`config.mk`:
```
export PLATFORM = sky130hd
export DESIGN_NAME = scom_top
export DESIGN_NICKNAME = d
export VERILOG_FILES = /design/src/design/scom_pkg.sv /design/src/design/scom_servo_gen.sv /design/src/design/scom_top.sv
export SDC_FILE = /design/constraint.sdc
export NUM_CORES = 1
export LEC_CHECK = 0
export BUFFER_PORTS_ARGS = -buffer_cell sky130_fd_sc_hd__buf_2
export CAP_MARGIN = 20
export CORE_UTILIZATION = 30
export CTS_CLUSTER_SIZE = 8
export DETAILED_ROUTE_END_ITERATION = 10
export PLACE_DENSITY = 0.47
export SLEW_MARGIN = 20
export SYNTH_ARGS = -nofsm -noshare
export SYNTH_HDL_FRONTEND = slang
export SYNTH_HIERARCHICAL = 1
export SYNTH_SLANG_ARGS = --single-unit
```
`constraint.sdc`:
```
create_clock -name CLK_IN -period 4.23 [get_ports CLK_IN]
set_input_delay 0.2115 -clock CLK_IN [delete_from_list [all_inputs] [get_ports CLK_IN]]
set_output_delay 0.2115 -clock CLK_IN [all_outputs]
set_load 0.02 [all_outputs]
```
`src/design/scom_pkg.sv`:
```
`default_nettype none
package scom_pkg;
	// ****************************************
	// timing
	// ****************************************
	localparam int unsigned CLK_PERIOD_NS = 25;
	localparam int unsigned US_NS = 1000;
	localparam int unsigned TICK_CYCLES = (US_NS + CLK_PERIOD_NS - 1) / CLK_PERIOD_NS;
	localparam logic [5:0] TICK_LAST = 6'(TICK_CYCLES - 1);
	localparam int unsigned MS_US = 1000;
	localparam logic [9:0] MS_LAST = 10'(MS_US - 1);
	localparam int unsigned SERVO_MIN_US = 1000;
	localparam int unsigned SERVO_STEP_US = 4;
	localparam int unsigned SERVO_FRAME_US = 20000;
	localparam int unsigned NUM_LINES = 6;

	// ****************************************
	// register map
	// ****************************************
	localparam logic [11:0] OFS_CHUFF_SRC = 12'h000;
	localparam logic [11:0] OFS_PER_CHUFF = 12'h004;
	localparam logic [11:0] OFS_PIN_CFG = 12'h008;
	localparam logic [11:0] OFS_LINE_MODE = 12'h00c;
	localparam logic [11:0] OFS_LINE_LEVEL = 12'h010;
	localparam logic [11:0] OFS_INT_PERIOD = 12'h014;
	localparam logic [11:0] OFS_SMOKE = 12'h018;
	localparam logic [11:0] OFS_STATUS = 12'h01c;
	localparam logic [11:0] OFS_SERVO_FIRST = 12'h020;
	localparam logic [11:0] OFS_SERVO_LAST = 12'h034;
	localparam logic [3:0] SERVO_WORD_BASE = 4'h8;

	// ****************************************
	// reset values and fields
	// ****************************************
	localparam logic [7:0] RST_CHUFF_SRC = 8'h01;
	localparam logic [7:0] RST_PER_CHUFF = 8'h01;
	localparam logic [7:0] RST_PIN_CFG = 8'h00;
	localparam int unsigned WHEEL_EN_BIT = 4;
	localparam logic [11:0] RST_LINE_MODE = 12'ha00;
	localparam logic [6:0] RST_LINE_LEVEL = 7'h00;
	localparam int unsigned SHARED_LEVEL_BIT = 6;
	localparam logic [15:0] RST_INT_PERIOD = 16'h00fa;
	localparam logic [8:0] RST_SMOKE = 9'h000;
	localparam logic [7:0] RST_SERVO_POS = 8'h80;

	typedef enum logic [1:0] {
		SCOM_MODE_LOGIC = 2'b00,
		SCOM_MODE_SERVO = 2'b01,
		SCOM_MODE_SUSI = 2'b10
	} scom_mode_t;

	typedef struct packed {
		logic [7:0] source;
		logic [7:0] per_chuff;
		logic [15:0] period_ms;
	} scom_chuff_cfg_t;

	typedef struct packed {
		logic enable;
		logic [7:0] setpoint;
	} scom_smoke_cfg_t;
endpackage
`default_nettype wire

```
`src/design/scom_servo_gen.sv`:
```
`default_nettype none
module scom_servo_gen #(
	parameter int unsigned FRAME_US = scom_pkg::SERVO_FRAME_US
) (
	input wire logic clk,
	input wire logic rst_n,
	input wire logic tick_us,
	input wire logic [5:0][7:0] pos,
	output logic [5:0] pulse
);
	logic [15:0] frame_cnt_reg;
	logic [5:0][7:0] pos_hold_reg;
	logic [5:0] pulse_reg;
	logic frame_wrap;

	assign frame_wrap = tick_us && (frame_cnt_reg == 16'(FRAME_US - 1));

	always_ff @(posedge clk or negedge rst_n) begin
		if (!rst_n) begin
			frame_cnt_reg <= 16'h0000;
		end else if (frame_wrap) begin
			frame_cnt_reg <= 16'h0000;
		end else if (tick_us) begin
			frame_cnt_reg <= frame_cnt_reg + 16'h0001;
		end
	end

	// positions latch at frame start so a write never chops a pulse
	genvar i;
	generate
		for (i = 0; i < 6; i++) begin : g_ch
			logic [15:0] width;
			assign width = 16'(scom_pkg::SERVO_MIN_US) + 16'(pos_hold_reg[i]) * 16'(scom_pkg::SERVO_STEP_US);
			always_ff @(posedge clk or negedge rst_n) begin
				if (!rst_n) begin
					pos_hold_reg[i] <= scom_pkg::RST_SERVO_POS;
					pulse_reg[i] <= 1'b0;
				end else begin
					if (frame_wrap) begin
						pos_hold_reg[i] <= pos[i];
					end
					pulse_reg[i] <= frame_cnt_reg < width;
				end
			end
		end
	endgenerate

	assign pulse = pulse_reg;
endmodule
`default_nettype wire

```
`src/design/scom_top.sv`:
```
// The implementer's own choices: the register offsets and the APB slave port.
`default_nettype none
module scom_top #(
	parameter int unsigned SERVO_FRAME_US = scom_pkg::SERVO_FRAME_US
) (
	// clock and reset
	input wire logic CLK_IN,
	input wire logic RESET_N_IN,
	// apb slave
	input wire logic PSEL_IN,
	input wire logic PENABLE_IN,
	input wire logic PWRITE_IN,
	input wire logic [11:0] PADDR_IN,
	input wire logic [31:0] PWDATA_IN,
	output logic [31:0] PRDATA_OUT,
	output logic PREADY_OUT,
	output logic PSLVERR_OUT,
	// shared wheel sensor / auxiliary_output_nine pin
	input wire logic SHARED_PIN_IN,
	output logic SHARED_PIN_OUT,
	output logic SHARED_PIN_OE_OUT,
	// sound sensors and chuff
	input wire logic [1:0] SENSOR_IN,
	output logic [1:0] SOUND_TRIG_OUT,
	output logic CHUFF_TRIGGER_OUT,
	// output lines, 4 and 5 are the sound interface clock and data
	input wire logic SUSI_CLK_IN,
	input wire logic SUSI_DATA_IN,
	output logic [5:0] LINE_OUT,
	// smoke unit
	input wire logic [7:0] SMOKE_TEMP_IN,
	output logic HEATER_OUT
);
	// ****************************************
	// registers
	// ****************************************
	scom_pkg::scom_chuff_cfg_t chuff_cfg_reg;
	scom_pkg::scom_smoke_cfg_t smoke_cfg_reg;
	logic [7:0] pin_cfg_reg;
	logic [11:0] line_mode_reg;
	logic [6:0] line_level_reg;
	logic [5:0][7:0] servo_pos_reg;
	logic [31:0] prdata_reg;

	logic [5:0] tick_cnt_reg;
	logic [9:0] us_cnt_reg;
	logic [15:0] int_cnt_reg;
	logic [7:0] pulse_cnt_reg;
	logic [7:0] pulse_cnt_next;
	logic [7:0] chuff_total_reg;
	logic wheel_prev_reg;
	logic [1:0] sensor_prev_reg;
	logic [1:0] sound_trig_reg;
	logic chuff_reg;
	logic heater_reg;
	logic shared_out_reg;
	logic [5:0] line_reg;

	// ****************************************
	// apb decode
	// ****************************************
	wire apb_setup = PSEL_IN && !PENABLE_IN;
	wire apb_access = PSEL_IN && PENABLE_IN;
	wire apb_write = apb_access && PWRITE_IN;
	wire sel_src = PADDR_IN == scom_pkg::OFS_CHUFF_SRC;
	wire sel_per = PADDR_IN == scom_pkg::OFS_PER_CHUFF;
	wire sel_pin = PADDR_IN == scom_pkg::OFS_PIN_CFG;
	wire sel_mode = PADDR_IN == scom_pkg::OFS_LINE_MODE;
	wire sel_level = PADDR_IN == scom_pkg::OFS_LINE_LEVEL;
	wire sel_period = PADDR_IN == scom_pkg::OFS_INT_PERIOD;
	wire sel_smoke = PADDR_IN == scom_pkg::OFS_SMOKE;
	wire sel_status = PADDR_IN == scom_pkg::OFS_STATUS;
	wire sel_servo = (PADDR_IN >= scom_pkg::OFS_SERVO_FIRST) && (PADDR_IN <= scom_pkg::OFS_SERVO_LAST)
		&& (PADDR_IN[1:0] == 2'b00);
	wire [2:0] servo_idx = 3'(PADDR_IN[5:2] - scom_pkg::SERVO_WORD_BASE);
	wire mapped = sel_src || sel_per || sel_pin || sel_mode || sel_level || sel_period || sel_smoke
		|| sel_status || sel_servo;

	// ****************************************
	// chuff logic
	// ****************************************
	wire tick_us = tick_cnt_reg == scom_pkg::TICK_LAST;
	wire tick_ms = tick_us && (us_cnt_reg == scom_pkg::MS_LAST);
	wire ext_sel = chuff_cfg_reg.source == 8'h00;
	wire wheel_en = pin_cfg_reg[scom_pkg::WHEEL_EN_BIT];
	wire wheel_level = wheel_en && SHARED_PIN_IN;
	wire wheel_rise = wheel_level && !wheel_prev_reg;
	// a setting of zero acts as one: a chuff on every sensor pulse
	wire [7:0] per_eff = (chuff_cfg_reg.per_chuff == 8'h00) ? 8'h01 : chuff_cfg_reg.per_chuff;
	wire [8:0] cnt_plus = {1'b0, pulse_cnt_reg} + 9'h001;
	wire ext_hit = ext_sel && wheel_rise && (cnt_plus >= {1'b0, per_eff});
	wire [15:0] int_plus = int_cnt_reg + 16'h0001;
	wire int_run = !ext_sel && (chuff_cfg_reg.period_ms != 16'h0000);
	wire int_hit = int_run && tick_ms && (int_plus >= chuff_cfg_reg.period_ms);

	always_comb begin
		pulse_cnt_next = pulse_cnt_reg;
		if (!ext_sel) begin
			pulse_cnt_next = 8'h00;
		end else if (ext_hit) begin
			pulse_cnt_next = 8'h00;
		end else if (wheel_rise) begin
			pulse_cnt_next = cnt_plus[7:0];
		end
	end

	// ****************************************
	// line selection
	// ****************************************
	logic [5:0] servo_pulse;
	wire [5:0] susi_src = {SUSI_DATA_IN, SUSI_CLK_IN, 4'h0};
	wire [5:0] line_next;

	genvar i;
	generate
		for (i = 0; i < 6; i++) begin : g_line
			wire [1:0] mode = line_mode_reg[2 * i +: 2];
			wire is_servo = mode == scom_pkg::SCOM_MODE_SERVO;
			wire is_susi = (mode == scom_pkg::SCOM_MODE_SUSI) && (i >= 4);
			assign line_next[i] = is_servo ? servo_pulse[i] :
				is_susi ? susi_src[i] : line_level_reg[i];
		end
	endgenerate

	scom_servo_gen #(
		.FRAME_US(SERVO_FRAME_US)
	) u_servo (
		.clk(CLK_IN),
		.rst_n(RESET_N_IN),
		.tick_us(tick_us),
		.pos(servo_pos_reg),
		.pulse(servo_pulse)
	);

	// ****************************************
	// read mux
	// ****************************************
	wire [31:0] status_word = {8'h00, SMOKE_TEMP_IN, chuff_total_reg, 3'h0, heater_reg, wheel_level,
		SENSOR_IN, ext_sel};
	wire [31:0] rd_mux = sel_src ? {24'h0, chuff_cfg_reg.source} :
		sel_per ? {24'h0, chuff_cfg_reg.per_chuff} :
		sel_pin ? {24'h0, pin_cfg_reg} :
		sel_mode ? {20'h0, line_mode_reg} :
		sel_level ? {25'h0, line_level_reg} :
		sel_period ? {16'h0, chuff_cfg_reg.period_ms} :
		sel_smoke ? {23'h0, smoke_cfg_reg} :
		sel_status ? status_word :
		sel_servo ? {24'h0, servo_pos_reg[servo_idx]} : 32'h0;

	// ****************************************
	// sequential
	// ****************************************
	always_ff @(posedge CLK_IN or negedge RESET_N_IN) begin
		if (!RESET_N_IN) begin
			chuff_cfg_reg <= {scom_pkg::RST_CHUFF_SRC, scom_pkg::RST_PER_CHUFF, scom_pkg::RST_INT_PERIOD};
			smoke_cfg_reg <= scom_pkg::RST_SMOKE;
			pin_cfg_reg <= scom_pkg::RST_PIN_CFG;
			line_mode_reg <= scom_pkg::RST_LINE_MODE;
			line_level_reg <= scom_pkg::RST_LINE_LEVEL;
			servo_pos_reg <= {6{scom_pkg::RST_SERVO_POS}};
		end else if (apb_write) begin
			if (sel_src) chuff_cfg_reg.source <= PWDATA_IN[7:0];
			if (sel_per) chuff_cfg_reg.per_chuff <= PWDATA_IN[7:0];
			if (sel_period) chuff_cfg_reg.period_ms <= PWDATA_IN[15:0];
			if (sel_pin) pin_cfg_reg <= PWDATA_IN[7:0];
			if (sel_mode) line_mode_reg <= PWDATA_IN[11:0];
			if (sel_level) line_level_reg <= PWDATA_IN[6:0];
			if (sel_smoke) smoke_cfg_reg <= PWDATA_IN[8:0];
			if (sel_servo) servo_pos_reg[servo_idx] <= PWDATA_IN[7:0];
		end
	end

	always_ff @(posedge CLK_IN or negedge RESET_N_IN) begin
		if (!RESET_N_IN) begin
			prdata_reg <= 32'h0;
		end else if (apb_setup) begin
			prdata_reg <= rd_mux;
		end
	end

	always_ff @(posedge CLK_IN or negedge RESET_N_IN) begin
		if (!RESET_N_IN) begin
			tick_cnt_reg <= 6'h00;
			us_cnt_reg <= 10'h000;
			int_cnt_reg <= 16'h0000;
		end else begin
			tick_cnt_reg <= tick_us ? 6'h00 : tick_cnt_reg + 6'h01;
			if (tick_us) us_cnt_reg <= (us_cnt_reg == scom_pkg::MS_LAST) ? 10'h000 : us_cnt_reg + 10'h001;
			if (!int_run) int_cnt_reg <= 16'h0000;
			else if (tick_ms) int_cnt_reg <= int_hit ? 16'h0000 : int_plus;
		end
	end

	always_ff @(posedge CLK_IN or negedge RESET_N_IN) begin
		if (!RESET_N_IN) begin
			pulse_cnt_reg <= 8'h00;
			wheel_prev_reg <= 1'b0;
			chuff_reg <= 1'b0;
			chuff_total_reg <= 8'h00;
		end else begin
			pulse_cnt_reg <= pulse_cnt_next;
			wheel_prev_reg <= wheel_level;
			chuff_reg <= ext_hit || int_hit;
			if (ext_hit || int_hit) chuff_total_reg <= chuff_total_reg + 8'h01;
		end
	end

	always_ff @(posedge CLK_IN or negedge RESET_N_IN) begin
		if (!RESET_N_IN) begin
			sensor_prev_reg <= 2'b00;
			sound_trig_reg <= 2'b00;
			heater_reg <= 1'b0;
			shared_out_reg <= 1'b0;
			line_reg <= 6'h00;
		end else begin
			sensor_prev_reg <= SENSOR_IN;
			sound_trig_reg <= SENSOR_IN & ~sensor_prev_reg;
			// no hysteresis: the heater's own thermal mass smooths the switching
			heater_reg <= smoke_cfg_reg.enable && (SMOKE_TEMP_IN < smoke_cfg_reg.setpoint);
			shared_out_reg <= line_level_reg[scom_pkg::SHARED_LEVEL_BIT];
			line_reg <= line_next;
		end
	end

	// ****************************************
	// outputs
	// ****************************************
	assign PRDATA_OUT = prdata_reg;
	assign PREADY_OUT = 1'b1;
	assign PSLVERR_OUT = apb_access && !mapped;
	assign SHARED_PIN_OE_OUT = !wheel_en;
	assign SHARED_PIN_OUT = shared_out_reg;
	assign SOUND_TRIG_OUT = sound_trig_reg;
	assign CHUFF_TRIGGER_OUT = chuff_reg;
	assign LINE_OUT = line_reg;
	assign HEATER_OUT = heater_reg;
endmodule
`default_nettype wire

```
==> implementation parameters, run 1 <==
Parameter                              Value

Status
  Result of the run    finished, final reports clean

Yosys
  Post-synth ARST share    100%
  Flip-flop and latch count after synthesis    272
  Multiplexer share of the synthesized area    15.2%
  Cells taking the most area after synthesis    dfrtp_1, mux2_2, ha_1
  Most used DFF post-synth    dfrtp_1
  Most frequent cells after synthesis    dfrtp_1, mux2_2, nand2_1, ha_1, o21ai_0
  Post-synth EDFFs    0
  Area fraction in and, or, nand and nor cells after synthesis    12.5%
  Most numerous cell in the Yosys netlist    dfrtp_1
  Post-synthesis cell type with the largest combined area    dfrtp_1
  Top cell type's share of synthesized area    41.9%
  Netlist Area Pre-Place    14900 µm²
  Yosys Warn Count    6
  Gate count of the mapped netlist    1334
  Mean post-synth cell area    11.2 µm²
  Dominant combinational cell family by area after synthesis    multiplexers
  Count of cell types in the netlist    approximately 80
  Post-synthesis xor/xnor area fraction    around 4.2%
  Synth Area in Adders    7.62%
  Sequential cell area fraction in the yosys report    45.8%
  Complex-gate fraction of the synthesized area    10.8%

Worst setup path
  Slowest-stage cell, CP    dfrtp_1
  Type of the setup path with the least slack    flip-flop to flip-flop
  Setup crit start kind    flip-flop
  RR Endpoint    int_cnt_reg[5]
  Beginning of the critical path    int_cnt_reg[0]
  Worst-case register-to-register setup slack    0.83 ns
  Worst stage delay on the critical path    0.41 ns
  Data arrival at the endpoint of the critical path    between 3 and 4 ns
  Reg2reg path depth    14
  RR Startpoint    int_cnt_reg[0]
  CP required    ~4.7 ns
  Nature of the critical path endpoint    flip-flop
  Largest fanout of any net on the critical path    12
  Cell breakdown of the critical path    ha_1, and3_1, and3_1, nand2b_1, nand2_1, ha_1, or2_2, a21oi_1, nor2_1, a21oi_1, o2111ai_1, buf_4, nor3b_1, a21o_1
  Critical path destination    int_cnt_reg[5]

Clock network
  CTS tree    built
  Post-CTS sizing    0
  Max H-tree Level    2
  Clock transition at path regs    roughly 0.05 ns
  Clock sink total    272
  Maximum clock path buffer count    3
  Cts bufs inserted    40
  Clock insertion delay at the later pin of the skew report    about 0.55 ns
  Buffer type at the clock tree root    clkbuf_16

STA
  Final critical path time including I/O delays and setup    3.40 ns
  Portion of the clock cycle consumed by the worst path in the final layout    80.3%
  Transition time at the pin with the least slew margin    roughly 0.94 ns
  Hold Fails Final Rpt    0
  Setup repair after global routing missed its margin    no
  Total negative setup slack    0 ns
  Achievable clock frequency    between 0.2 and 0.3 GHz
  Final setup slack of the worst path    between 0.8 and 0.9 ns
  Max-Slew Margin vs Limit    37.3%
  Finish-stage setup viols    0
  Max Transition Viols Final    0
  Maximum clock skew at final layout    0.0109 ns

Global route
  GRT met3 Usage    2.84%
  Number of antenna violations at the first check in global routing    1
  Most Crowded Layer GR    met2
  First-pass GRT wire length    around 66 mm
  Overall track demand over capacity in global routing    17.2%
  Grt total ovfl    0
  Pin count of the biggest net entering global routing    111
  Number of global-route vias before repair    10737
  Global-route track usage on met1    24.6%
  Met2 global-route usage    26.1%

Die
  Die extent in y    225 µm
  Floorplan die width    approximately 230 µm
  Initial standard-cell utilization of the core    between 30% and 40%
  FP Rows    81
  Overall die area    50700 µm²
  Top-Level Pins    ~110
  Placeable core region    49100 µm²

Power and ir drop
  Standby leakage power    ~0.0083 µW
  PnR Total Power    5880 µW
  Worst supply voltage drop on vdd    0.202 mV
  Total power per unit cell area    339 nW/µm²

Route
  Routed wire length    42.4 mm
  DRC viols    0
  Routed via count    roughly 11000
  Drt first-iter violations    612
  Pre-antenna DRT Iters    6
  Average wire per standard cell    roughly 20 µm
  Vias/cell    4.96
  Detail Route Antenna Nets    0

Place
  Weighted congestion reported at the end of routability-driven placement    0.882
  Post-detailed-placement half-perimeter wirelength    29.5 mm
  Number of buffers added on ports    82
  Pre-CTS setup slack    about 0.88 ns

Cells and area
  Finished Core Util    35.4%
  Fill cells    between 4000 and 5000
  Number of nets at the end of the flow    about 1600
  Layout overhead on the synthesized area    16.3%
  Share of post-route cells with drive strength above 1    between 20% and 30%

Flow run
  Max-cap violations    0

Min path
  Worst hold path type    input pin to flip-flop
==> metrics by stage <==
step / area, µm² / hold slack, ns / cells
2_1_floorplan: 15000 / -0.0841 / 1341
3_3_place_gp: 16000 / 0.374 / 2047
3_5_place_dp: 16000 / 0.366 / 2047
4_1_cts: 17400 / 0.0184 / 2140
5_1_grt: 17400 / 0.0499 / 2140
6_report: 17400 / 0.0502 / 2141
==> cell usage in the layout, fill, tap and decap left out, drive strengths merged, types with 4 or more instances in the layout <==
master,n
nor3b,4
xor2,19
nor2,74
buf,96
o21ai,76
dfstp,22
conb,9
o31ai,4
a31oi,7
a22o,12
o211ai,8
and2,6
o22ai,5
nor4,15
and3,13
dfrtp,250
or3,8
mux2i,15
nor2b,11
mux2,156
nand2b,27
o311ai,6
inv,60
a211oi,17
nor3,26
or2,8
mux4,8
xnor2,52
a22oi,9
clkbuf,69
a32oi,4
ha,91
dlygate4sd3,21
nand2,99
nand4,15
a21o,14
a21oi,73
nand3,29
==> cell type report <==
class	instances	area, µm²	share of cell area (%)
Inverter	58	218	1.25
Sequential cell	272	6830	39.3
Antenna cell	1	2.50	0.0144
Multi-Input combinational cell	957	7560	43.5
Timing Repair Buffer	117	773	4.45
Tap cell	664	831	4.78
Clock buffer	69	1130	6.51
Clock inverter	3	26.3	0.151
==> critical path, delay by kind of cell (launching register included) <==
family	cells	cell delay (ns)
AOI/OAI and AO/OA	4	0.83
buffers and inverters	1	0.33
adders and majority gates	2	0.52
DFF	1	0.41
and+or+nand+nor	7	1.25
==> repair_timing <==
item                                   CTS  global route
setup buffers                            0             0
hold buffers                            21             0
endpoints found under the hold margin  124             0
==> cell families after synthesis <==
kind of cell | Yosys count
and+or+nand+nor | 349
DFF | 272
AOI/OAI and AO/OA | 258
muxes | 179
buffers and inverters | 112
adders and majority gates | 91
xor gates and xnor gates | 71
other | 2
==> power by group <==
group          internal, µW  switching [µW]  leakage [µW]  total [µW]
registers              2620            6.01       0.00356        2620
clock network          1800            1210      0.000552        3010
logic                  64.9             182       0.00422         247
==> worst min-delay path by stage <==
| stage | from | endpoint | slack [ns] | cells past startpoint |
|---|---|---|---|---|
| 3_5_place_dp | RESET_N_IN | tick_cnt_reg[4] | 0.37 | 1 |
| 5_1_grt | SUSI_CLK_IN | LINE_OUT[4] | 0.05 | 3 |
| 3_3_place_gp | RESET_N_IN | tick_cnt_reg[4] | 0.37 | 1 |
| 2_1_floorplan | RESET_N_IN | CHUFF_TRIGGER_OUT | -0.08 | 0 |
| 4_1_cts | SUSI_CLK_IN | LINE_OUT[4] | 0.02 | 3 |
| 6_report | SUSI_CLK_IN | LINE_OUT[4] | 0.05 | 3 |
==> routing by layer <==
metal / up-vias / routed length, µm
li1: 5053 / -
met1: 5268 / 20600
met2: 217 / 18700
met3: 77 / 1800
met4: 0 / 1250
met5: - / 0
Power figures use the tool's default switching activity.
==> run 2: changes to the inputs <==
--- a/config.mk
+++ b/config.mk
@@ -5,12 +5,13 @@
 export SDC_FILE = /design/constraint.sdc
 export NUM_CORES = 1
 export LEC_CHECK = 0
+export ABC_AREA = 1
 export BUFFER_PORTS_ARGS = -buffer_cell sky130_fd_sc_hd__buf_2
 export CAP_MARGIN = 20
 export CORE_UTILIZATION = 30
 export CTS_CLUSTER_SIZE = 8
 export DETAILED_ROUTE_END_ITERATION = 10
-export PLACE_DENSITY = 0.47
+export PLACE_DENSITY = 0.49
 export SLEW_MARGIN = 20
 export SYNTH_ARGS = -nofsm -noshare
 export SYNTH_HDL_FRONTEND = slang
==> constraint.sdc (replaced) <==
create_clock -name CLK_IN -period 3.1 [get_ports CLK_IN]
set_input_delay 0.155 -clock CLK_IN [delete_from_list [all_inputs] [get_ports CLK_IN]]
set_output_delay 0.155 -clock CLK_IN [all_outputs]
set_load 0.02 [all_outputs]
==> run 2 against run 1 <==
Effect of this change:
- worst setup slack got worse by 0.65 ns
- cell area rose by 6.1%
- register-to-register slack got worse by 0.65 ns
- die area rose by 6.1%
- clock skew rose by 0.017 ns
- total power rose by 36%
==> implementation parameters, run 2 <==
Parameter                              Value

Route
  Average wire per standard cell    16.3 µm (-18%)
  Detail Route Antenna Nets    0 (unchanged)
  Pre-antenna DRT Iters    6 (unchanged)
  Drt first-iter violations    851 (+39%)
  Routed wire length    45.4 mm (+7.1%)
  Routed via count    13012 (+23%)
  Vias/cell    4.68 (-5.6%)
  DRC viols    0 (unchanged)

Min path
  Worst hold path type    input pin to flip-flop

STA
  Final setup slack of the worst path    0.180 ns (-0.652 ns)
  Maximum clock skew at final layout    0.0277 ns (+0.0168 ns)
  Hold Fails Final Rpt    0 (unchanged)
  Final critical path time including I/O delays and setup    2.92 ns (-0.478 ns)
  Portion of the clock cycle consumed by the worst path in the final layout    94.2% (+14 points)
  Achievable clock frequency    0.342 GHz (+16%)
  Max Transition Viols Final    0 (unchanged)
  Transition time at the pin with the least slew margin    0.840 ns (-0.101 ns)
  Finish-stage setup viols    0 (unchanged)
  Max-Slew Margin vs Limit    43.7% (+6.4 points)
  Worst hold slack    0.0928 ns (+0.0426 ns)

Cells and area
  Commonest non-fill, non-tap cell in the layout    nand2_1
  Fill cells    5470 (+12%)
  Number of antenna cells inserted    0 (-1)
  Share of post-route cells with drive strength above 1    14.9% (-9.4 points)
  Total area of multi-input combinational cells    7590 µm² (+0.46%)
  Number of nets at the end of the flow    2229 (+39%)
  Layout overhead on the synthesized area    16.3% (about the same)
  Commonest cells after routing, fill and taps aside    nand2_1, inv_1, dfrtp_1
  Flip-flop and latch area    6830 µm² (unchanged)

Clock network
  Clock transition at path regs    0.05 ns (about the same)
  Buffer type at the clock tree root    clkbuf_16
  Max H-tree Level    2 (unchanged)
  Clock sink total    272 (unchanged)
  Cts bufs inserted    40 (unchanged)
  Clock insertion delay at the later pin of the skew report    0.57 ns (+0.02 ns)
  Maximum clock path buffer count    3 (unchanged)
  CTS tree    built

Yosys
  Count of cell types in the netlist    49 (-40%)
  Most frequent cells after synthesis    nand2_1, inv_1, dfrtp_1, nor2_1, o21ai_0
  Yosys Warn Count    6 (unchanged)
  Gate count of the mapped netlist    1956 (+47%)
  Netlist Area Pre-Place    15900 µm² (+6.1%)
  Most used DFF post-synth    dfrtp_1
  Sequential cell area fraction in the yosys report    43.1% (-2.7 points)
  Post-synth ARST share    100% (unchanged)
  Post-synthesis cell type with the largest combined area    dfrtp_1
  Cells taking the most area after synthesis    dfrtp_1, nand2_1, ha_1
  Most numerous cell in the Yosys netlist    nand2_1
  Mean post-synth cell area    8.10 µm² (-28%)
  Top cell type's share of synthesized area    39.5% (-2.4 points)
  Post-synth EDFFs    0 (unchanged)
  Flip-flop and latch count after synthesis    272 (unchanged)

Worst setup path
  Type of the setup path with the least slack    flip-flop to flip-flop
  CP required    3.54 ns (-1.18 ns)
  Largest fanout of any net on the critical path    14 (+2)
  Setup crit start kind    flip-flop
  Nature of the critical path endpoint    flip-flop
  Data arrival at the endpoint of the critical path    3.36 ns (-0.53 ns)

Global route
  Number of global-route vias before repair    13013 (+21%)
  Grt total ovfl    0 (unchanged)
  First-pass GRT wire length    73.1 mm (+11%)
  Pin count of the biggest net entering global routing    84 (-24%)
  Number of antenna violations at the first check in global routing    2 (+1)
  Overall track demand over capacity in global routing    17.5% (+0.21 points)

Power and ir drop
  Worst supply voltage drop on vdd    0.311 mV (+54%)
  Standby leakage power    0.00911 µW (+9.3%)
  Total power per unit cell area    435 nW/µm² (+29%)

Place
  Weighted congestion reported at the end of routability-driven placement    0.870 (-1.4%)
  Pre-CTS setup slack    -0.195 ns (-1.07 ns)
  Post-detailed-placement half-perimeter wirelength    33.3 mm (+13%)
  Number of buffers added on ports    82 (unchanged)

Die
  Initial standard-cell utilization of the core    30.7% (+0.21 points)
  Floorplan die width    232 µm (+3.0%)
  Placeable core region    51700 µm² (+5.4%)
  Overall die area    53800 µm² (+6.1%)
  FP Rows    83 (+2.5%)
  Top-Level Pins    108 (unchanged)
  Die extent in y    232 µm (+3.0%)

Status
  Result of the run    finished, final reports clean

Flow run
  Max-cap violations    0 (unchanged)
-- run 2: worst paths after layout --
path	startpoint	depth (start not counted)	slack, ns	to
max reg2reg	int_cnt_reg[0]	16	0.18	int_cnt_reg[2]
min	PADDR_IN[3]	3	0.09	servo_pos_reg[23]
max in group asynchronous	RESET_N_IN	3	1.95	line_mode_reg[11]
min in group asynchronous	RESET_N_IN	2	0.21	u_servo/pos_hold_reg[0]
min reg2reg	sensor_prev_reg[1]	1	0.41	SOUND_TRIG_OUT[1]
max	int_cnt_reg[0]	16	0.18	int_cnt_reg[2]
-- run 2: logic make-up after synthesis --
family          share of synthesized area [%]
compound gates                           11.6
flops                                    43.1
other cells                            0.0474
simple gates                             25.2
xor+xnor                                 3.37
mux                                    0.0710
buf+inv                                  9.47
fa+ha+maj                                7.18
-- run 2: per-layer routing --
metal,GRT usage (%),vias up,routed length [µm]
li1,-,6513,-
met1,23.1,6159,20800
met2,28.9,260,21200
met3,2.78,78,2070
met4,5.76,2,1230
met5,0,-,13
-- run 2: repair_timing --
| item | 4_1_cts | 5_1_grt |
|---|---|---|
| setup endpoints to repair | 14 | 25 |
| gates resized for setup | 1 | 10 |
| hold endpoints to repair | 96 | 0 |
| gates cloned | 0 | 1 |
| setup buffers | 1 | 6 |
| hold buffers | 22 | 0 |
| pin swaps | 1 | 7 |
-- run 2: report_power, final --
part / total (µW) / leakage, µW / switching (µW) / internal (µW)
Combinational: 325 / 0.00491 / 243 / 81.5
Sequential: 3570 / 0.00364 / 2.84 / 3560
Clock: 4130 / 0.000561 / 1660 / 2470
Total: 8020 / 0.00911 / 1910 / 6110
-- run 2: per-stage QoR --
stage,total power (µW),instances,setup TNS [ns],util [%],instance area [µm²]
4_1_cts,8160,2774,0,35.5,18300
6_report,8020,2781,0,35.6,18400
5_1_grt,8330,2781,-0.00127,35.6,18400
3_3_place_gp,3940,2684,-0.0933,32.7,16900
2_1_floorplan,3750,1963,0,-,15900
3_5_place_dp,3940,2684,-1.69,32.7,16900
-- run 2: final cells by class --
type | instances | area share, %
tap | 680 | 4.62
sequential | 272 | 37.1
timing repair buffer | 130 | 4.94
clock inverter | 3 | 0.244
multi-input combinational | 1346 | 41.2
clock buffer | 64 | 6.08
inverter | 286 | 5.83
-- run 2: worst max-delay path: stages (launching register included) --
cell,delay (ns)
dfrtp_1,0.40
ha_4,0.16
nand3_2,0.11
nor2_4,0.14
nand4_1,0.17
nor2_2,0.17
nand3_1,0.09
xor2_1,0.18
inv_1,0.06
ha_1,0.29
nand4_1,0.14
nor3_2,0.28
nand2_1,0.11
buf_4,0.17
nand3_2,0.07
buf_12,0.14
o21ai_0,0.09
